`src/drpor_cfg.svh`:
```
`ifndef DRPOR_CFG_SVH
`define DRPOR_CFG_SVH

// Hold interval after a rail recovers, in microseconds
`define DRPOR_HOLD_US      180000
// Clock period in picoseconds (40 MHz)
`define DRPOR_CLK_PS       25000
// Hold interval in clock cycles: 180 ms at 25 ns
// Worked in nanoseconds so every term stays inside 32 bits
`define DRPOR_HOLD_CYC     ((`DRPOR_HOLD_US * 1000) / (`DRPOR_CLK_PS / 1000))
`define DRPOR_CNT_W        23
`define DRPOR_RST_ASSERT   1'h0
`define DRPOR_RST_RELEASE  1'h1
// Synchroniser reset value: main pin idles high, rail flags low
`define DRPOR_SYNC_IDLE    3'h4
// Main pin enable under reset: device pulls the pin low
`define DRPOR_OE_DRIVE     1'h1

`endif

```
`src/drpor_pkg.sv`:
```
`include "drpor_cfg.svh"

package drpor_pkg;

  typedef enum logic [1:0] {
    DRPOR_HOLD_LOW,
    DRPOR_COUNTING,
    DRPOR_RELEASED
  } drpor_state_t;

endpackage

```
`src/drpor_sync.sv`:
```
`timescale 1ns/1ps

module drpor_sync
#(
  parameter int WIDTH = 3
)
(
  input  wire logic             clk_i,
  input  wire logic             sys_rst_i,
  input  wire logic [WIDTH-1:0] async_i,
  input  wire logic [WIDTH-1:0] rst_val_i,
  output logic      [WIDTH-1:0] sync_o
);

  logic [WIDTH-1:0] stage1_reg;
  logic [WIDTH-1:0] stage2_reg;

  // Two-flop synchroniser; stage1 is seen only by stage2
  always_ff @(posedge clk_i)
  begin
    if (sys_rst_i)
    begin
      stage1_reg <= rst_val_i;
      stage2_reg <= rst_val_i;
    end
    else
    begin
      stage1_reg <= async_i;
      stage2_reg <= stage1_reg;
    end
  end

  // Idle value loaded under reset keeps the first reads after reset quiet
  assign sync_o = stage2_reg;

endmodule

```
`src/drpor_top.sv`:
```
`timescale 1ns/1ps
`include "drpor_cfg.svh"

// Behaviour
// - Standby reset low while standby rail low
// - Standby reset held 180 ms after recovery
// - Main reset low while main rail low
// - Main reset held 180 ms after recovery
// - Main released 180 ms after standby release
// - Low on main reset pin requests reset
module drpor_top
  import drpor_pkg::*;
#(
  parameter int HOLD_CYC = `DRPOR_HOLD_CYC,
  parameter int CNT_W    = `DRPOR_CNT_W
)
(
  input  wire logic clk_i,
  input  wire logic sys_rst_i,
  input  wire logic standby_supply_ok_i,
  input  wire logic main_supply_ok_i,
  input  wire logic main_reset_n_i,
  output logic      standby_reset_n_o,
  output logic      main_reset_n_o,
  output logic      main_reset_n_oe_o
);

  ////////////////////////////////////////////////////////////////////////////
  // Input synchronisation

  logic [2:0] sync_w;
  logic [1:0] rel_pipe_reg;
  logic       standby_reset_n_reg;
  logic       main_reset_n_reg;
  wire        stby_ok_w;
  wire        main_ok_w;
  wire        own_rel_w;
  wire        ext_req_w;

  // Pin resets to its idle high level, so no false request after reset
  drpor_sync #(.WIDTH(3)) u_sync
  (
    .clk_i     (clk_i),
    .sys_rst_i (sys_rst_i),
    .async_i   ({main_reset_n_i, main_supply_ok_i, standby_supply_ok_i}),
    .rst_val_i (`DRPOR_SYNC_IDLE),
    .sync_o    (sync_w)
  );

  assign stby_ok_w = sync_w[0];
  assign main_ok_w = sync_w[1];

  // Our own low drive needs two edges to leave the synchroniser after release;
  // reading the pin earlier would re-trigger the hold without end
  always_ff @(posedge clk_i)
  begin
    if (sys_rst_i)
      rel_pipe_reg <= '0;
    else
      rel_pipe_reg <= {rel_pipe_reg[0], main_reset_n_reg};
  end

  // Own drive is masked out: the pin is only read while we release it
  assign own_rel_w = main_reset_n_reg & rel_pipe_reg[1];
  assign ext_req_w = ~sync_w[2] & own_rel_w;

  ////////////////////////////////////////////////////////////////////////////
  // Counters

  function automatic logic cnt_full(input logic [CNT_W-1:0] c);
    cnt_full = (c == CNT_W'(HOLD_CYC));
  endfunction

  // Counters saturate at the hold length so a long-good rail never wraps
  function automatic logic [CNT_W-1:0] cnt_step(input logic [CNT_W-1:0] c);
    cnt_step = cnt_full(c) ? c : c + CNT_W'(1);
  endfunction

  logic [CNT_W-1:0] stby_cnt_reg;
  logic [CNT_W-1:0] stby_cnt_next;
  logic [CNT_W-1:0] main_cnt_reg;
  logic [CNT_W-1:0] main_cnt_next;
  drpor_state_t     main_state_reg;
  drpor_state_t     main_state_next;

  wire stby_done_w = cnt_full(stby_cnt_reg);
  wire main_done_w = cnt_full(main_cnt_reg);
  wire stby_rel_w  = stby_ok_w & stby_done_w;
  // Main follows the next standby value, so both drop on the same edge
  wire main_go_w   = main_ok_w & stby_rel_w & ~ext_req_w;

  assign stby_cnt_next = stby_ok_w ? cnt_step(stby_cnt_reg) : '0;

  always_comb
  begin
    main_state_next = main_state_reg;
    main_cnt_next   = main_cnt_reg;
    case (main_state_reg)
      DRPOR_HOLD_LOW:
      begin
        main_cnt_next = '0;
        if (main_go_w)
          main_state_next = DRPOR_COUNTING;
      end
      DRPOR_COUNTING:
      begin
        main_cnt_next = cnt_step(main_cnt_reg);
        if (!main_go_w)
          main_state_next = DRPOR_HOLD_LOW;
        else if (main_done_w)
          main_state_next = DRPOR_RELEASED;
      end
      DRPOR_RELEASED:
      begin
        if (!main_go_w)
          main_state_next = DRPOR_HOLD_LOW;
      end
      default:
        main_state_next = DRPOR_HOLD_LOW;
    endcase
  end

  always_ff @(posedge clk_i)
  begin
    if (sys_rst_i)
    begin
      stby_cnt_reg        <= '0;
      main_cnt_reg        <= '0;
      main_state_reg      <= DRPOR_HOLD_LOW;
      standby_reset_n_reg <= `DRPOR_RST_ASSERT;
      main_reset_n_reg    <= `DRPOR_RST_ASSERT;
    end
    else
    begin
      stby_cnt_reg        <= stby_cnt_next;
      main_cnt_reg        <= main_cnt_next;
      main_state_reg      <= main_state_next;
      standby_reset_n_reg <= stby_rel_w;
      main_reset_n_reg    <= (main_state_next == DRPOR_RELEASED);
    end
  end

  ////////////////////////////////////////////////////////////////////////////
  // Outputs: open-drain main pin, enable high while pulling low

  assign standby_reset_n_o = standby_reset_n_reg;
  assign main_reset_n_o    = main_reset_n_reg;

  logic main_oe_reg;
  always_ff @(posedge clk_i)
  begin
    if (sys_rst_i)
      main_oe_reg <= `DRPOR_OE_DRIVE;
    else
      main_oe_reg <= (main_state_next != DRPOR_RELEASED);
  end
  assign main_reset_n_oe_o = main_oe_reg;

  ////////////////////////////////////////////////////////////////////////////
  // Checks

  // Reference run counters, kept apart from the hold logic they judge
  function automatic logic [CNT_W-1:0] run_step(input logic on, input logic [CNT_W-1:0] c);
    if (!on)
      run_step = '0;
    else if (c > CNT_W'(HOLD_CYC))
      run_step = c;
    else
      run_step = c + CNT_W'(1);
  endfunction

  logic [CNT_W-1:0] stby_run_reg;
  logic [CNT_W-1:0] srel_run_reg;
  logic [CNT_W-1:0] mok_run_reg;

  always_ff @(posedge clk_i)
  begin
    if (sys_rst_i)
    begin
      stby_run_reg <= '0;
      srel_run_reg <= '0;
      mok_run_reg  <= '0;
    end
    else
    begin
      stby_run_reg <= run_step(stby_ok_w, stby_run_reg);
      srel_run_reg <= run_step(standby_reset_n_reg, srel_run_reg);
      mok_run_reg  <= run_step(main_ok_w, mok_run_reg);
    end
  end

  wire stby_aged_w = (stby_run_reg > CNT_W'(HOLD_CYC));
  wire srel_aged_w = (srel_run_reg > CNT_W'(HOLD_CYC));
  wire mok_aged_w  = (mok_run_reg > CNT_W'(HOLD_CYC));

  stby_low_a: assert property (@(posedge clk_i) disable iff (sys_rst_i)
    !stby_ok_w |=> !standby_reset_n_o)
    else $error("standby reset released while rail low");

  stby_hold_a: assert property (@(posedge clk_i) disable iff (sys_rst_i)
    $rose(standby_reset_n_o) |-> stby_cnt_reg == CNT_W'(HOLD_CYC))
    else $error("standby reset released before hold elapsed");

  main_low_a: assert property (@(posedge clk_i) disable iff (sys_rst_i)
    !main_ok_w |=> !main_reset_n_o)
    else $error("main reset released while rail low");

  main_hold_a: assert property (@(posedge clk_i) disable iff (sys_rst_i)
    $rose(main_reset_n_o) |-> $past(main_cnt_reg) == CNT_W'(HOLD_CYC))
    else $error("main reset released before hold elapsed");

  main_order_a: assert property (@(posedge clk_i) disable iff (sys_rst_i)
    main_reset_n_o |-> standby_reset_n_o)
    else $error("main reset released while standby held");

  ext_req_a: assert property (@(posedge clk_i) disable iff (sys_rst_i)
    ext_req_w |=> !main_reset_n_o ##1 !main_reset_n_o)
    else $error("external reset request ignored");

  oe_match_a: assert property (@(posedge clk_i) disable iff (sys_rst_i)
    main_reset_n_oe_o == !main_reset_n_o)
    else $error("main pin enable disagrees with level");

  sync_lat_a: assert property (@(posedge clk_i) disable iff (sys_rst_i)
    !standby_supply_ok_i [*3] |=> !standby_reset_n_o)
    else $error("standby rail loss not seen in time");

  stby_age_a: assert property (@(posedge clk_i) disable iff (sys_rst_i)
    standby_reset_n_o == stby_aged_w)
    else $error("standby reset release time wrong");

  main_age_a: assert property (@(posedge clk_i) disable iff (sys_rst_i)
    main_reset_n_o |-> mok_aged_w)
    else $error("main reset released too soon after rail");

  order_age_a: assert property (@(posedge clk_i) disable iff (sys_rst_i)
    main_reset_n_o |-> srel_aged_w)
    else $error("main reset released too soon after standby");

  stby_rel_c: cover property (@(posedge clk_i) disable iff (sys_rst_i)
    $rose(standby_reset_n_o));
  main_rel_c: cover property (@(posedge clk_i) disable iff (sys_rst_i)
    $rose(main_reset_n_o));
  ext_req_c:  cover property (@(posedge clk_i) disable iff (sys_rst_i)
    main_reset_n_o ##1 ext_req_w);
  brown_c:    cover property (@(posedge clk_i) disable iff (sys_rst_i)
    main_reset_n_o ##1 !stby_ok_w);

endmodule

```
`config.mk`:
```
export PLATFORM = sky130hd
export DESIGN_NAME = drpor_top
export DESIGN_NICKNAME = d
export VERILOG_FILES = /design/src/drpor_pkg.sv /design/src/drpor_sync.sv /design/src/drpor_top.sv
export VERILOG_INCLUDE_DIRS = /design/src /design/src/src
export SDC_FILE = /design/constraint.sdc
export NUM_CORES = 1
export LEC_CHECK = 0
export BUFFER_PORTS_ARGS = -buffer_cell sky130_fd_sc_hd__clkbuf_2
export CELL_PAD_IN_SITES_DETAIL_PLACEMENT = 2
export CELL_PAD_IN_SITES_GLOBAL_PLACEMENT = 2
export CORE_ASPECT_RATIO = 0.8
export CORE_MARGIN = 2
export CORE_UTILIZATION = 30
export DETAILED_ROUTE_END_ITERATION = 10
export PLACE_DENSITY = 0.69
export SYNTH_ARGS = -nofsm -noshare
export SYNTH_HDL_FRONTEND = slang
export SYNTH_SLANG_ARGS = --single-unit
```
`constraint.sdc`:
```
create_clock -name clk_i -period 3 [get_ports clk_i]
set_input_delay 0 -clock clk_i [delete_from_list [all_inputs] [get_ports clk_i]]
set_output_delay 0 -clock clk_i [all_outputs]
set_load 0.05 [all_outputs]
```
Word level (Yosys, flattened, before mapping)
Cells that the tools add are included.

storage, ports and cells
  word-level logic and storage cells = 37
  bits of input ports = 5
  register bits = 59
  output and inout port bits = 3

cells by class
  add/subtract/negate cells = 2
  multiplexer cells = 7
  equality and inequality tests = 7
  reductions and logical operators = 4
  bitwise logic cells = 8

operators with widths
  kind                                                             number
  23-bit by 1-bit adder with 23-bit output, second input constant  2
  23-bit == test, second input constant                            2
  23-bit case mux with 2 select lines                              1
  23-bit two-way mux                                               1
  2-bit two-way mux                                                4
  2-bit case mux with 3 select lines                               1
  1-bit AND                                                        5
  2-bit == test, second input constant                             2
  2-bit inequality test, second input constant                     2
  1-bit inverter                                                   3
  2-bit by 1-bit == test with 1-bit output, second input constant  1
  2-bit zero test                                                  1
  2-bit AND reduction                                              1
  2-bit nonzero test                                               1
  2-bit OR reduction                                               1

Logic depth before layout (Yosys ltp)
Gate-level depths: netlist of the first run.

  depth in word-level cells = 7
  gate-level depth with buffers = 9

Hierarchy
From an unflattened synthesis of the first run, not the netlist that was laid out.

second synthesis, totals
  cell total of the unflattened synthesis = 298
  area, all modules = 2700.1 sq um

by module, submodules not included
  module      times used  sequential area each (sq um)  cells each  area each (sq um)
  drpor_top   1           1061.0                        285         2478.6
  drpor_sync  1           120.1                         13          221.5

Worst setup path before layout of the first run
No wires, ideal clock.

  path kind = flip-flop to flip-flop
  start point = register main_cnt_reg[0]
  end point = register main_cnt_reg[12]
  slack = 1.126 ns
  setup time = 0.074 ns
  period minus slack after synthesis = 1.874 ns
  stages on the path, launching flop included = 7
  path buffers = 0
  arrival time = 1.799 ns
  required time = 2.926 ns
  cells stage by stage = dfxtp_1 -> ha_1 -> nand3_2 -> or3_1 -> nor2_1 -> or4b_1 -> a31oi_1

on the way
  word-level cells in the longest chain between the ends = 3

RTL lines
  what                                                                        line                              source
  start, declared                                                             drpor_top.sv:81                   logic [CNT_W-1:0] main_cnt_reg;
  start signal, assigned                                                      drpor_top.sv:136                  main_cnt_reg <= main_cnt_next;
  23-bit by 1-bit adder with 23-bit output or 23-bit == test (tied branches)  drpor_top.sv:76, drpor_top.sv:71
  23-bit two-way mux or 2-bit inequality test (tied branches)                 n/a
  23-bit case mux with 2 select lines or 2-bit AND reduction (tied branches)  n/a

Parallel ways exist; a longest one is shown, timed or not. The select of a mux whose other input is x is not followed.
A chain may end at the register's enable or synchronous reset.

Worst setup path after layout of the first run
Ends and elaborated chain as after synthesis.

==> metrics, run 1 <==
status=completed; final core utilization=0.356; drt total wl=7400 um; Primary FF master, synth=dfxtp_1; postcts setup bufs=0; Worst-path clk slew=60 ps; Wirelength per Cell=~16 um; hold violation count in the final report=0; Rel. slew slack=0.258; total track usage=0.157; Post-synth top cells=dfxtp_1 (59), nor2_1 (46), nand3_1 (25); final layout net count=between 300 and 400; setup TNS=0 ps; total CTS buffers=9; Port Buffers=7; YS warnings=0; initial core utilization=0.308; die width=about 110 um; Hold Path Class=input port to register; slowest cell on the critical path=or3_1; CORE AREA=~0.009 mm2; Crit Path Class=register to register; Initial DRC Count=97; Crit. End Element=register; Most Crowded Layer GR=met2; fraction of registers with async set/reset=0; TritonCTS clock tree=built; hold buffers post-CTS=3; Synthesized Nets=330; die area=0.0100 mm2; DP Wirelength=about 5200 um; initial antenna violation count=0; syn_area_per_cell=8.63 um2; max-slew violations=0; cell with the most instances after synthesis=dfxtp_1; first-pass GRT wire length=12,700 um; PwrDens=549 mW/mm2; Worst Path Buf+Inv=0; RSZ-0062 raised after global routing=no; Yosys top cell by area=dfxtp_1; ant diodes=0; CTS root buf=clkbuf_16; mapped cell area=0.00277 mm2; post-synthesis sequential area ratio=0.426; Setup crit start kind=register; Ports=8; via count=2,373; number of synthesized flops with an enable pin=0; largest cells by area after synthesis=dfxtp_1 (43%), nor2_1 (6.2%), nand3_1 (4.5%), xor2_1 (4.1%), xnor2_1 (3.8%); Arrival @ worst endpoint=2380 ps; M1 GR Usage=0.217; RePlAce Congestion=roughly 0.75; # Max-Cap Violations=0; site row count=31; Via density=5.26; largest net degree at the start of global routing=33; CP top delay family=simple AND/OR/NAND/NOR gates; Die Y=~90 um; area grow syn2layout=15.7%; final setup violation count=0; Achievable Freq=0.469 GHz; worst path cell trace=ha_1 -> nand3_2 -> or3_1 -> nor2_1 -> or4b_1 -> a31oi_1; DR pass1 iterations=4; vias in the first global route=~2,500; Yosys reg bits=59; cell leakage power=0.00101 uW; critical path's largest stage delay=480 ps; CP required=3250 ps; H-tree levels=3; Synth top area share=0.426; count of different cell masters after synthesis=51; CP Max Fanout=6; layout cells sized above 1=0.116; post-cts sizing count=0; Worst-Skew Late Latency=~330 ps; ANT nets after route=0; DR DRC count=0; grt ovf=0; GRT met3 Usage=0.0405; Mapped Cells=~320; min cycle time layout=2130 ps; clock tree buffer depth=2; worst clock skew=5.81 ps; clk sinks=59; Tcrit/Tclk final=0.711; peak supply drop=0.287 mV; Slew @ Worst Pin=1110 ps; grt met2 use=0.242
[cells by family after synthesis]
kind of cell	Yosys count	share of synthesized area
adder cells (fa/ha/maj)	4	0.0181
AND/OR/NAND/NOR	162	0.323
buffers and inverters	28	0.0474
multiplexers	1	0.00361
flip-flops	59	0.426
AO/OA/AOI/OAI	42	0.102
XOR/XNOR	25	0.0790
[per-stage QoR]
| step | std cells | setup slack, ps | hold slack (ps) | total power, uW | instance area [um2] |
|---|---|---|---|---|---|
| CTS | 451 | 844 | 150 | 1790 | 3200 |
| global route | 451 | 708 | 170 | 1820 | 3200 |
| detailed placement | 433 | 864 | 195 | 826 | 2900 |
| global placement | 433 | 935 | 185 | 825 | 2900 |
| floorplan | 321 | 1130 | 104 | 818 | 2770 |
| finish | 451 | 867 | 152 | 1760 | 3200 |
[cells in the final DEF, fill, tap and decap left out, types with 2 or more instances in the layout]
| cell | netlist | layout |
|---|---|---|
| a21oi_1 | 14 | 14 |
| a31oi_1 | 5 | 5 |
| a41o_1 | 2 | 2 |
| and2_1 | 3 | 3 |
| and3_1 | 2 | 2 |
| buf_4 | 2 | 3 |
| clkbuf_16 | 0 | 9 |
| clkbuf_2 | 0 | 7 |
| clkinvlp_4 | 0 | 4 |
| dfxtp_1 | 59 | 59 |
| dlygate4sd3_1 | 0 | 3 |
| ha_1 | 4 | 4 |
| inv_1 | 15 | 15 |
| nand2_1 | 20 | 20 |
| nand3_1 | 25 | 25 |
| nand3b_1 | 2 | 2 |
| nand4_1 | 11 | 11 |
| nor2_1 | 46 | 46 |
| nor2b_1 | 7 | 7 |
| nor3_1 | 8 | 8 |
| nor4_1 | 5 | 5 |
| nor4bb_1 | 2 | 2 |
| o21ai_0 | 6 | 6 |
| o32ai_1 | 7 | 7 |
| or2_2 | 4 | 4 |
| or3_1 | 11 | 11 |
| or4_1 | 2 | 2 |
| or4b_1 | 2 | 2 |
| xnor2_1 | 12 | 12 |
| xor2_1 | 13 | 13 |
[per-layer routing]
layer	vias to the layer above	part of all wire
li1	1161	-
met1	1188	0.52
met2	19	0.45
met3	5	0.027
met4	0	0.0089
met5	-	0
[final timing paths]
kind | start | end | slack [ps] | cells past startpoint
worst max register to register | main_cnt_reg[0]$_SDFFE_PP0P_ | main_cnt_reg[12]$_SDFFE_PP0P_ | 870 | 6
worst min register to register | u_sync.stage1_reg[2]$_SDFF_PP1_ | u_sync.sync_o[2]$_SDFF_PP1_ | 410 | 1
worst min-delay path | sys_rst_i | rel_pipe_reg[0]$_SDFF_PP0_ | 150 | 3
worst max-delay path | main_cnt_reg[0]$_SDFFE_PP0P_ | main_cnt_reg[12]$_SDFFE_PP0P_ | 870 | 6
[power by group]
group,internal (uW),leakage [uW],switching [uW]
clock,578,0.000123,371
combinational,8.90,0.000409,13.3
sequential,788,0.000476,1.63
[final cells by class]
class	count	area (um2)
multi-input cells	234	1460
flip-flops and latches	59	1180
well taps	115	144
inverters	15	56.3
repair buffers	13	87.6
fillers	1015	5790
clock inverters	5	38.8
clock buffers	10	239
[worst register-to-register path: stages (launching register included)]
cell and delay [ps]:
dfxtp_1 420, ha_1 260, nand3_2 180, or3_1 480
nor2_1 110, or4b_1 460, a31oi_1 170
Note: power is estimated with default switching activity, not from simulation.
==> run 2, diff against run 1 <==
--- a/config.mk
+++ b/config.mk
@@ -13,7 +13,7 @@
 export CORE_MARGIN = 2
 export CORE_UTILIZATION = 30
 export DETAILED_ROUTE_END_ITERATION = 10
-export PLACE_DENSITY = 0.69
+export PLACE_DENSITY = 0.71
 export SYNTH_ARGS = -nofsm -noshare
 export SYNTH_HDL_FRONTEND = slang
 export SYNTH_SLANG_ARGS = --single-unit
==> constraint.sdc (replaced) <==
create_clock -name clk_i -period 1.8 [get_ports clk_i]
set_input_delay 0 -clock clk_i [delete_from_list [all_inputs] [get_ports clk_i]]
set_output_delay 0 -clock clk_i [all_outputs]
set_load 0.05 [all_outputs]
==> metrics, run 2 (same netlist as run 1, synthesis figures left out) <==
status=finished with violations; failing checks=negative setup slack; Via density=5.64 (+7.3%); Sw Share=0.227 (+0.00784); Worst R2R End=main_cnt_reg[10]$_SDFFE_PP0P_; placed insts=480 (+11%); R2R Setup Slk=-270 ps (-1130 ps); critical path's largest stage delay=570 ps (+90 ps); PwrDens=801 mW/mm2 (+46%); CTS root buf=clkbuf_16; DR pass1 iterations=4 (unchanged); Crit Path Class=register to register; Arrival @ worst endpoint=2280 ps (-100 ps); max-slew violations=0 (unchanged); Wirelength per Cell=25.8 um (+58%); final setup violation count=25 (+25); commonest non-fill, non-tap cell in the layout=buf_4; Worst Min Path Start=sys_rst_i; die area=0.0100 mm2 (unchanged); clock tree buffer depth=2 (unchanged); CP Max Fanout=5 (-1); total CTS buffers=9 (unchanged); fraction of power consumed by sequential logic=0.398 (-0.051); Layout Cells excl Fill=515 (+14%); peak supply drop=0.492 mV (+71%); worst path cell trace=nand4_1 -> or4_4 -> o21bai_4 -> buf_6 -> a21oi_1 -> o32ai_2; # Max-Cap Violations=0 (unchanged); Slew @ Worst Pin=697 ps (-416 ps); Worst Hold End=main_cnt_reg[16]$_SDFFE_PP0P_; reg2reg start=main_cnt_reg[12]$_SDFFE_PP0P_; cell leakage power=0.00148 uW (+47%); initial antenna violation count=0 (unchanged); first-pass GRT wire length=17,000 um (+34%); Hold Path Class=input port to register; hold path depth=2 (-1); clk sinks=59 (unchanged); worst clock skew=8.13 ps (+2.33 ps); Port Buffers=7 (unchanged); Logic pwr share=0.015 (+0.002); Worst-path clk slew=60 ps (about the same); final layout net count=404 (+18%); Initial DRC Count=113 (+16%); RSZ-0062 raised after global routing=yes; Ports=8 (unchanged); clock share of power=0.588 (+0.049); hold violation count in the final report=0 (unchanged); ant diodes=0 (unchanged); Worst-Skew Late Latency=340 ps (about the same); grt ovf=0 (unchanged); initial core utilization=0.308 (unchanged); DR DRC count=0 (unchanged); ANT nets after route=0 (unchanged); commonest non-fill, non-tap cells in the layout=buf_4 (57), dfxtp_1 (47), nor2_1 (44); CORE AREA=0.00900 mm2 (unchanged); post-route worst setup slack=-266 ps (-1130 ps); min cycle time layout=2070 ps (-66.5 ps); Achievable Freq=0.484 GHz (+3.2%); slowest cell on the critical path=or4_4; Tcrit/Tclk final=1.15 (+0.437); Die Y=90.0 um (unchanged); DP Wirelength=6190 um (+18%); site row count=31 (unchanged); final core utilization=0.457 (+0.101); H-tree levels=3 (unchanged); TritonCTS clock tree=built; vias in the first global route=3,088 (+25%); area grow syn2layout=48.4%; total track usage=0.217 (+0.0599); Rel. slew slack=0.530 (+0.272); Setup crit start kind=register; largest net degree at the start of global routing=23 (-30%); Worst Path Buf+Inv=1 (+1); Crit. End Element=register; FILL cells=933 (-8.1%); Reg2Reg Depth=6 (unchanged); CP required=2010 ps (-1240 ps); CP top delay family=simple AND/OR/NAND/NOR gates; Switch Pwr=747 uW (+94%); RePlAce Congestion=0.796 (+6.2%); via count=2,907 (+23%); die width=111 um (unchanged); layout cells sized above 1=0.405 (+0.289); Int Power=2550 uW (+85%); drt total wl=13,300 um (+80%)
run 2: worst register-to-register path: stages (launching register included):
cell and delay (ps):
dfxtp_1 410, nand4_1 150, or4_4 570, o21bai_4 250, buf_6 180, a21oi_1 60, o32ai_2 330
run 2: layout make-up:
type | count | area (um2) | area share
multi-input combinational | 234 | 1780 | 0.433
sequential | 59 | 1200 | 0.293
inverter | 15 | 61.3 | 0.0149
clock inverter | 7 | 101 | 0.0247
clock buffer | 9 | 225 | 0.0548
timing repair buffer | 76 | 597 | 0.145
tap | 115 | 144 | 0.0350
run 2: how the worst max path moves through the flow:
stage	cells past startpoint	endpoint	slack, ps	from
2_1_floorplan	6	main_cnt_reg[12]$_SDFFE_PP0P_	10	main_cnt_reg[0]$_SDFFE_PP0P_
3_3_place_gp	8	main_cnt_reg[14]$_SDFFE_PP0P_	-50	main_cnt_reg[0]$_SDFFE_PP0P_
3_5_place_dp	8	main_cnt_reg[3]$_SDFFE_PP0P_	-150	main_cnt_reg[0]$_SDFFE_PP0P_
4_1_cts	8	main_cnt_reg[3]$_SDFFE_PP0P_	-50	main_cnt_reg[1]$_SDFFE_PP0P_
5_1_grt	6	main_cnt_reg[10]$_SDFFE_PP0P_	-290	main_cnt_reg[12]$_SDFFE_PP0P_
6_report	6	main_cnt_reg[10]$_SDFFE_PP0P_	-270	main_cnt_reg[12]$_SDFFE_PP0P_
run 2: layer usage:
metal / up-vias / wire length, um / track usage
li1: 1294 / - / -
met1: 1480 / 5900 / 0.282
met2: 96 / 6420 / 0.368
met3: 37 / 493 / 0.0459
met4: 0 / 493 / 0.0576
met5: - / 0 / 0
run 2: timing repair:
action / in CTS / in global routing
setup endpoints to repair: 28 / 40
endpoints found under the hold margin: 3 / 0
pin swaps: 12 / 20
hold buffers: 3 / 0
cloned: 2 / 0
setup buffers: 5 / 11
gates resized for setup: 36 / 47
run 2: power by group through the flow:
stage	Sequential (uW)	Combinational, uW	Clock (uW)
2_1_floorplan	1340	20.9	0
3_3_place_gp	1340	35.3	0
3_5_place_dp	1340	36.4	0
4_1_cts	1310	42.0	1920
5_1_grt	1310	51.9	2010
6_report	1310	48.2	1940
run 2: stage by stage:
step	instance area, um2	TNS [ps]	worst slack, ps	hold WS, ps	total power [uW]
2_1_floorplan	2790	0	14.8	104	1360
3_3_place_gp	3280	-270	-47.7	187	1380
3_5_place_dp	3280	-1620	-154	189	1380
4_1_cts	3830	-344	-50.4	66.1	3270
5_1_grt	4110	-5390	-290	117	3370
6_report	4110	-4060	-266	98.8	3290
